[config.mk]
export PLATFORM = sky130hd
export DESIGN_NAME = pcrb_top
export DESIGN_NICKNAME = d
export VERILOG_FILES = /design/src/pcrb_pkg.sv /design/src/pcrb_reg8.sv /design/src/pcrb_top.sv
export VERILOG_INCLUDE_DIRS = /design/src
export SDC_FILE = /design/constraint.sdc
export NUM_CORES = 1
export LEC_CHECK = 0
export BUFFER_PORTS_ARGS = -buffer_cell sky130_fd_sc_hd__buf_2
export CORE_ASPECT_RATIO = 1.1
export CORE_UTILIZATION = 48
export DETAILED_ROUTE_END_ITERATION = 7
export HOLD_SLACK_MARGIN = 0.02
export PLACE_DENSITY = 0.79
export SLEW_MARGIN = 20
export SYNTH_ARGS = -nofsm -noshare
export SYNTH_HDL_FRONTEND = slang
export SYNTH_SLANG_ARGS = --single-unit
export TNS_END_PERCENT = 5
[constraint.sdc]
create_clock -name CLK_IN -period 2 [get_ports CLK_IN]
set_input_delay 0.4 -clock CLK_IN [delete_from_list [all_inputs] [get_ports CLK_IN]]
set_output_delay 0.4 -clock CLK_IN [all_outputs]
set_load 0.005 [all_outputs]
[src/pcrb_defs.svh]
// Offsets, field positions, reset values and timing constants of the loop configuration bank
`ifndef PCRB_DEFS_SVH
`define PCRB_DEFS_SVH

// Register address width and register count
`define PCRB_ADDR_W        12
`define PCRB_REG_N         5

// Register offsets
`define PCRB_ADDR_TAG_LO   12'h005
`define PCRB_ADDR_TAG_HI   12'h006
`define PCRB_ADDR_LOOP     12'h010
`define PCRB_ADDR_RDIV_LO  12'h011
`define PCRB_ADDR_RDIV_HI  12'h012

// Reset values
`define PCRB_RST_TAG_LO    8'h00
`define PCRB_RST_TAG_HI    8'h00
`define PCRB_RST_LOOP      8'h7D
`define PCRB_RST_RDIV_LO   8'h01
`define PCRB_RST_RDIV_HI   8'h00

// Storage masks; unmasked bits are not stored and read as zero
`define PCRB_MASK_FULL     8'hFF
`define PCRB_MASK_RDIV_HI  8'h3F

// Loop control field positions
`define PCRB_LOOP_POL_BIT  7
`define PCRB_LOOP_CUR_MSB  6
`define PCRB_LOOP_CUR_LSB  4
`define PCRB_LOOP_CPM_MSB  3
`define PCRB_LOOP_CPM_LSB  2
`define PCRB_LOOP_PWR_MSB  1
`define PCRB_LOOP_PWR_LSB  0

// Upper reference divider field width
`define PCRB_RDIV_HI_W     6

// Read data latency in clock cycles
`define PCRB_RD_LAT        1

`endif

[src/pcrb_pkg.sv]
// Types shared by the loop configuration bank
package pcrb_pkg;

  // Loop power modes
  typedef enum logic [1:0] {
    PCRB_PWR_NORMAL = 2'h0,
    PCRB_PWR_ASYNC  = 2'h1,
    PCRB_PWR_UNUSED = 2'h2,
    PCRB_PWR_SYNC   = 2'h3
  } pcrb_loop_pwr_t;

  // Charge pump modes
  typedef enum logic [1:0] {
    PCRB_CPM_HIZ    = 2'h0,
    PCRB_CPM_SOURCE = 2'h1,
    PCRB_CPM_SINK   = 2'h2,
    PCRB_CPM_NORMAL = 2'h3
  } pcrb_cp_mode_t;

endpackage

[src/pcrb_reg8.sv]
// One 8-bit configuration register with a reset value and a storage mask
`timescale 1ns/10ps
`default_nettype none

module pcrb_reg8 #(
  parameter logic [7:0] RESET_VAL = 8'h00,
  parameter logic [7:0] MASK      = 8'hFF
) (
  input  wire logic       clk_in,
  input  wire logic       rst_n_in,
  input  wire logic       we_in,
  input  wire logic [7:0] wdata_in,
  output var  logic [7:0] q_out
);

  // Store masked write data; unstored bits stay zero
  always_ff @(posedge clk_in) begin
    if (!rst_n_in) begin
      q_out <= RESET_VAL & MASK;
    end else if (we_in) begin
      q_out <= wdata_in & MASK;
    end
  end

endmodule

`default_nettype wire

[src/pcrb_top.sv]
// Loop configuration register bank: version tag, loop control and reference divider
// Notes on behaviour
// - Address 0x005 holds version tag low byte, read/write, reset 0x00.
// - Address 0x006 holds version tag high byte, read/write, reset 0x00.
// - Version tag bytes are storage only; they steer no other output.
// - Loop control bit 7 picks detector polarity; 0 positive at reset.
// - Loop control bits 1:0 set power mode; only 00 lets loop run.
// - Reference divider is 14 bits assembled from two registers.
// - Address 0x011 holds divider bits 7:0, reset 0x01.
// - Address 0x012 holds divider bits 13:8 in low six bits, reset 0x00.
`timescale 1ns/10ps
`default_nettype none
`include "pcrb_defs.svh"

module pcrb_top
  import pcrb_pkg::*;
(
  input  wire logic                     CLK_IN,
  input  wire logic                     RST_N_IN,
  input  wire logic                     WR_EN_IN,
  input  wire logic                     RD_EN_IN,
  input  wire logic [`PCRB_ADDR_W-1:0]  ADDR_IN,
  input  wire logic [7:0]               WDATA_IN,
  output var  logic [7:0]               RDATA_OUT,
  output var  logic                     RVALID_OUT,
  output var  logic                     PFD_NEG_OUT,
  output var  logic [2:0]               CP_CURRENT_OUT,
  output var  logic [1:0]               CP_MODE_OUT,
  output var  logic [1:0]               LOOP_PWR_OUT,
  output var  logic                     LOOP_RUN_OUT,
  output var  logic [13:0]              REF_DIV_OUT
);

  localparam int REG_N    = `PCRB_REG_N;
  localparam int IDX_TLO  = 0;
  localparam int IDX_THI  = 1;
  localparam int IDX_LOOP = 2;
  localparam int IDX_RLO  = 3;
  localparam int IDX_RHI  = 4;

  // Address, reset value and storage mask of each register
  localparam logic [`PCRB_ADDR_W-1:0] REG_ADDR [REG_N] = '{
    `PCRB_ADDR_TAG_LO, `PCRB_ADDR_TAG_HI, `PCRB_ADDR_LOOP,
    `PCRB_ADDR_RDIV_LO, `PCRB_ADDR_RDIV_HI};
  localparam logic [7:0] REG_RST [REG_N] = '{
    `PCRB_RST_TAG_LO, `PCRB_RST_TAG_HI, `PCRB_RST_LOOP,
    `PCRB_RST_RDIV_LO, `PCRB_RST_RDIV_HI};
  localparam logic [7:0] REG_MASK [REG_N] = '{
    `PCRB_MASK_FULL, `PCRB_MASK_FULL, `PCRB_MASK_FULL,
    `PCRB_MASK_FULL, `PCRB_MASK_RDIV_HI};

  logic [7:0] reg_q [REG_N];
  logic [7:0] next_rdata;
  logic       next_run;
  logic [1:0] pwr_field;

  // Address decode shared by the write and read paths
  function automatic logic addr_hit(input logic [`PCRB_ADDR_W-1:0] addr, input int idx);
    addr_hit = (addr == REG_ADDR[idx]);
  endfunction

  // Any mapped register address; used by the checks on unmapped accesses
  function automatic logic addr_mapped(input logic [`PCRB_ADDR_W-1:0] addr);
    addr_mapped = 1'b0;
    for (int i = 0; i < REG_N; i++) begin
      if (addr_hit(addr, i)) begin
        addr_mapped = 1'b1;
      end
    end
  endfunction

  // Register storage, one cell per mapped address
  for (genvar g = 0; g < REG_N; g++) begin : g_reg
    pcrb_reg8 #(
      .RESET_VAL (REG_RST[g]),
      .MASK      (REG_MASK[g])
    ) u_reg (
      .clk_in   (CLK_IN),
      .rst_n_in (RST_N_IN),
      .we_in    (WR_EN_IN && addr_hit(ADDR_IN, g)),
      .wdata_in (WDATA_IN),
      .q_out    (reg_q[g])
    );
  end

  // Read mux; unmapped addresses and unstored bits read zero
  always_comb begin
    next_rdata = 8'h00;
    for (int i = 0; i < REG_N; i++) begin
      if (addr_hit(ADDR_IN, i)) begin
        next_rdata = reg_q[i];
      end
    end
  end

  // Registered read answer, one cycle after the request
  always_ff @(posedge CLK_IN) begin
    if (!RST_N_IN) begin
      RDATA_OUT  <= 8'h00;
      RVALID_OUT <= 1'b0;
    end else begin
      RVALID_OUT <= RD_EN_IN;
      if (RD_EN_IN) begin
        RDATA_OUT <= next_rdata;
      end
    end
  end

  // Loop control fields drive the loop directly from storage
  assign PFD_NEG_OUT    = reg_q[IDX_LOOP][`PCRB_LOOP_POL_BIT];
  assign CP_CURRENT_OUT = reg_q[IDX_LOOP][`PCRB_LOOP_CUR_MSB:`PCRB_LOOP_CUR_LSB];
  assign CP_MODE_OUT    = reg_q[IDX_LOOP][`PCRB_LOOP_CPM_MSB:`PCRB_LOOP_CPM_LSB];
  assign LOOP_PWR_OUT   = reg_q[IDX_LOOP][`PCRB_LOOP_PWR_MSB:`PCRB_LOOP_PWR_LSB];
  assign pwr_field      = LOOP_PWR_OUT;

  // Reference divider assembled from both halves; tag bytes feed nothing here
  assign REF_DIV_OUT = {reg_q[IDX_RHI][`PCRB_RDIV_HI_W-1:0], reg_q[IDX_RLO]};

  // Run enable only in normal power mode; every power-down code stops it
  always_comb begin
    unique case (pcrb_loop_pwr_t'(pwr_field))
      PCRB_PWR_NORMAL: next_run = 1'b1;
      PCRB_PWR_ASYNC:  next_run = 1'b0;
      PCRB_PWR_UNUSED: next_run = 1'b0;
      PCRB_PWR_SYNC:   next_run = 1'b0;
    endcase
  end

  // Run flag lags the power field by one cycle
  always_ff @(posedge CLK_IN) begin
    if (!RST_N_IN) begin
      LOOP_RUN_OUT <= 1'b0;
    end else begin
      LOOP_RUN_OUT <= next_run;
    end
  end
endmodule

`default_nettype wire

# Word level (Yosys, flattened, before mapping)
# Index checks and enable logic that the tools add are counted.
[classes]
n_eq_ne = 8
mux = 6
n_reduce_logical = 7
[op_table]
columns = ["cell", "count"]
rows = [
  ["8-bit 2-to-1 mux", 5],
  ["12-bit by 5-bit equality test with 1-bit output (second input constant)", 3],
  ["12-bit by 3-bit equality test with 1-bit output (second input constant)", 2],
  ["1-bit logical AND", 5],
  ["2-bit equality test (second input constant)", 2],
  ["3-bit OR reduction", 1],
  ["2-bit by 1-bit equality test with 1-bit output (second input constant)", 1],
  ["2-bit zero test", 1],
  ["1-bit one-hot mux with 2 select lines", 1],
]
[totals]
register_bits = 48
in_bits = 24
output_inout_bits = 32
word_cells = 29

# Logic depth before layout (Yosys ltp)
[depth]
word_depth = 6
depth_mapped = 6

# Hierarchy
# A second synthesis with hierarchy kept.
[hier_totals]
hier_cells = 223
area_unflattened_um2 = 2179.6
[modules_own_cells]
columns = ["mod", "n_inst", "cells_per_inst", "area_each_um2", "seq_area_each_um2"]
rows = [
  ["pcrb_top", 1, 101, 743.2, 200.2],
  ["pcrb_reg8 at g_reg[0].u_reg ...", 2, 25, 301.5, 160.2],
  ["pcrb_reg8 at g_reg[3].u_reg", 1, 25, 299.0, 160.2],
  ["pcrb_reg8 at g_reg[2].u_reg", 1, 25, 286.5, 160.2],
  ["pcrb_reg8 at g_reg[4].u_reg", 1, 22, 247.7, 120.1],
]

# Worst setup path after synthesis
# Ideal clock, no wire load.
[synth_timing]
path_kind = "input to register"
startpoint = "input port ADDR_IN[3]"
endpoint = "register g_reg[0].u_reg.q_out[0]"
setup_ns = 0.116
arrival_time_ns = 1.908
required_time_ns = 1.884
slack_ns = -0.024
cell_stages = 5
cell_sequence = "or4_4 > buf_6 > nor4_4 > mux2i_1 > nor2b_1"
[synth_via]
elab_chain_len = 2
[synth_rtl]
columns = ["element", "line", "rtl"]
rows = [
  ["from (decl)", "pcrb_top.sv:22", "input wire logic [`PCRB_ADDR_W-1:0] ADDR_IN,"],
  ["12-bit by 3-bit equality test with 1-bit output", "pcrb_top.sv:59", "addr_hit = (addr == REG_ADDR[idx]);"],
  ["1-bit logical AND", "pcrb_top.sv:80", ".we_in (WR_EN_IN && addr_hit(ADDR_IN, g)),"],
  ["to (signal assigned)", "pcrb_reg8.sv:19", "q_out <= RESET_VAL & MASK;"],
  ["to (signal assigned)", "pcrb_reg8.sv:21", "q_out <= wdata_in & MASK;"],
  ["to (decl)", "pcrb_reg8.sv:13", "output var logic [7:0] q_out"],
]
# No other way between the ends.
# A chain may end at the register's enable or synchronous reset.

# Worst setup path in the final report
[layout_timing]
startpoint = "input port ADDR_IN[3]"
endpoint = "register g_reg[1].u_reg.q_out[5]"
[layout_via]
elab_chain_len = 2
[layout_rtl]
columns = ["element", "line"]
rows = [
  ["12-bit by 3-bit equality test with 1-bit output", "pcrb_top.sv:59"],
  ["1-bit logical AND", "pcrb_top.sv:80"],
  ["to (signal assigned)", "pcrb_reg8.sv:19"],
  ["to (signal assigned)", "pcrb_reg8.sv:21"],
  ["to (decl)", "pcrb_reg8.sv:13"],
]
# No other way between the ends.

==> reports/results.ini <==
[sta]
tns_ns=0
final_hold_viol_count=0
slew_headroom=0.713
setup_violations=0
rsz0062_at_grt=false
period_needed_ns=1.80
worst-slew-pin-transition_ns=0.431
fin_crit_sh=0.898
clock_skew_ns=0.0143
clock.fmax_ghz=0.557
worst_slack_ns=0.203
holdWs_ns=0.354
drv_slew=0

[synthesis]
syn_inst=244
synth.distinct_cells=38
synthesis.area_um2=2330
synth_fp_nets=268
synth_edf_count=0
synth_ff_type=dfxtp_1
ys_ff_latch=48
yosysSeqAreaShare=0.413
async_reset_ff_frac=0
syn_area_per_cell_um2=9.54
synth_warnings=0

[power_and_ir_drop]
p_leak_nw=1.15
vdd_drop_max_v=0.000380
power.density_nw_per_um2=595
p_total_mw=1.72
seqPwrFrac=0.559
switching_share=0.246
p_comb_frac=0.093
p_int_mw=1.30
p_sw_mw=0.424
power.share.clock=0.348

[cts]
cts_resized=0
post_cts_buffers=0
postCtsHoldBufs=0
clockRootBuffer=clkbuf_8
cts_tree=yes
cts_htree_levels=2
cts_buffers=5
clkTransAtPathRegs_ns=0.08
cts.sinks=48
clk_latency_ns=0.31
clock_path_buffers=2

[finish]
area_growth_pct=24.3
drive_above_1_share=0.310
nets=339
final_area_um2=2890
final_core_util=0.622
fillers=411
diodes=0
final_cells=372

[routing]
firstDrtPassIters=4
drtIter0Drc=195
avgViaCountPerCell=5.77
wl_um=6280
wire_per_inst_um=16.9
vias=2148
antenna_left=0
post-route-drc-count=0

[place]
dpl_cell_area_um2=2800
dp_cells=364
dpl.hpwl_um=4740
place_ws_ns=-0.0893
port_buffers=55
place.gp.congestion=0.864

[critical_path]
startpoint_type=input pin
critPathBufInv=2
max_stage_delay_ns=0.64
crit_slowest_cell=or4_4
worstPathCellList=buf_2 -> or4_4 -> nor4_4 -> buf_4 -> mux2i_1 -> nor2b_1
crit_family=simple AND/OR/NAND/NOR gates
crit_type=in2reg
cp_max_fo=9
critPathCaptureType=register
critPathRequiredTime_ns=2.19
crit_arrival_ns=1.99

[global_routing]
grt_max_degree=27
grt_overflow=0
grt_pass1_vias=1997
track_usage=0.259
grt_pass1_wl_um=9670
antenna_found_initial=0

[hold_path]
min_path_type=in2reg

[outcome]
outcome=complete, no violations

[floorplan]
coreArea_um2=4650
start_util=0.501
dieWidth_um=68.4
die_h_um=75.1
die_area_um2=5130
ios=56
rows=26

[job]
maxCapViolations=0

## worst min-delay path: stages
cell and delay [ns]:
buf_2 0.11, mux2i_1 0.07, nand2_1 0.05
## power groups by stage
stage	Sequential (mW)	Combinational (mW)	Clock [mW]
floorplan	0.985	0.0854	0
global placement	0.985	0.154	0
detailed placement	0.985	0.158	0
CTS	0.962	0.158	0.606
global route	0.963	0.173	0.647
finish	0.962	0.161	0.599
## layout make-up
cell class,count,area (um2),area share
tap,56,70.1,0.0242
inverter,1,3.75,0.00130
timing repair buffer,81,483,0.167
clock inverter,2,10.0,0.00346
clock buffer,6,82.6,0.0285
multi-input combinational,178,1280,0.444
sequential,48,961,0.332
## cells by family (layout without fill, tap and decap cells)
family / Yosys count / count (layout) / synth area share
AND/OR/NAND/NOR: 91 / 91 / 0.239
AO/OA/AOI/OAI: 49 / 49 / 0.149
flip-flops: 48 / 48 / 0.413
multiplexers: 38 / 38 / 0.163
buffers and inverters: 18 / 90 / 0.0360
## Yosys cell counts (2+ instances only)
master    instances  area [um2]
mux2i_1          38         380
a21boi_0          4        30.0
o21ai_0          11        55.1
nand3b_1          7        52.6
clkbuf_1         14        52.6
a211o_1           4        35.0
nor4_2            2        25.0
nor2b_1          29         181
o22ai_1           6        37.5
nor2_1            3        11.3
a211oi_1          5        37.5
nand4_1           3        18.8
nand2_1          30         113
nor4_4            2        42.5
a21oi_1           2        10.0
a22o_1            5        43.8
or4_4             2        22.5
buf_6             2        22.5
nor4_1            2        12.5
nor3b_1           2        15.0
nand2b_1          4        25.0
a221oi_1          4        35.0
dfxtp_1          48         961
## layout by cell type (no fill, tap or decap), types with 2 or more instances in the layout
cell      synthesis  routed
a21boi_0          4       4
nor4_4            2       2
a211oi_1          5       5
buf_2             1      55
nor2b_1          29      29
o21ai_0          11      11
clkbuf_8          0       6
nor4_2            2       2
mux2i_1          38      38
a211o_1           4       4
dfxtp_1          48      48
nand2_1          30      30
buf_4             0      25
nor2_1            3       3
nand4_1           3       3
clkinv_2          0       2
a22o_1            5       5
a21oi_1           2       2
a221oi_1          4       4
nor4_1            2       2
nor3b_1           2       2
nand3b_1          7       7
or4_4             2       2
nand2b_1          4       4
o22ai_1           6       6
## final timing paths
check / start / end / slack [ns] / depth (start not counted)
max: ADDR_IN[3] / g_reg[1].u_reg.q_out[5]$_SDFFE_PN0P_ / 0.20 / 6
min: WDATA_IN[6] / g_reg[2].u_reg.q_out[6]$_SDFFE_PN1P_ / 0.35 / 3
max reg2reg: g_reg[2].u_reg.q_out[3]$_SDFFE_PN1P_ / RDATA_OUT[3]$_SDFFE_PN0P_ / 0.74 / 4
min reg2reg: RDATA_OUT[0]$_SDFFE_PN0P_ / RDATA_OUT[0]$_SDFFE_PN0P_ / 0.46 / 2
## sequential cells by signal, summed over array words and instances (netlist names)
register and count:
g.u_reg.q_out 38, RDATA_OUT 8, LOOP_RUN_OUT 1, RVALID_OUT 1
## layer usage
layer,wire length [um],GRT usage
met1,2690,0.329
met2,3040,0.420
met3,394,0.0515
met4,151,0.113
met5,0,0
Power figures use the tool's default switching activity.
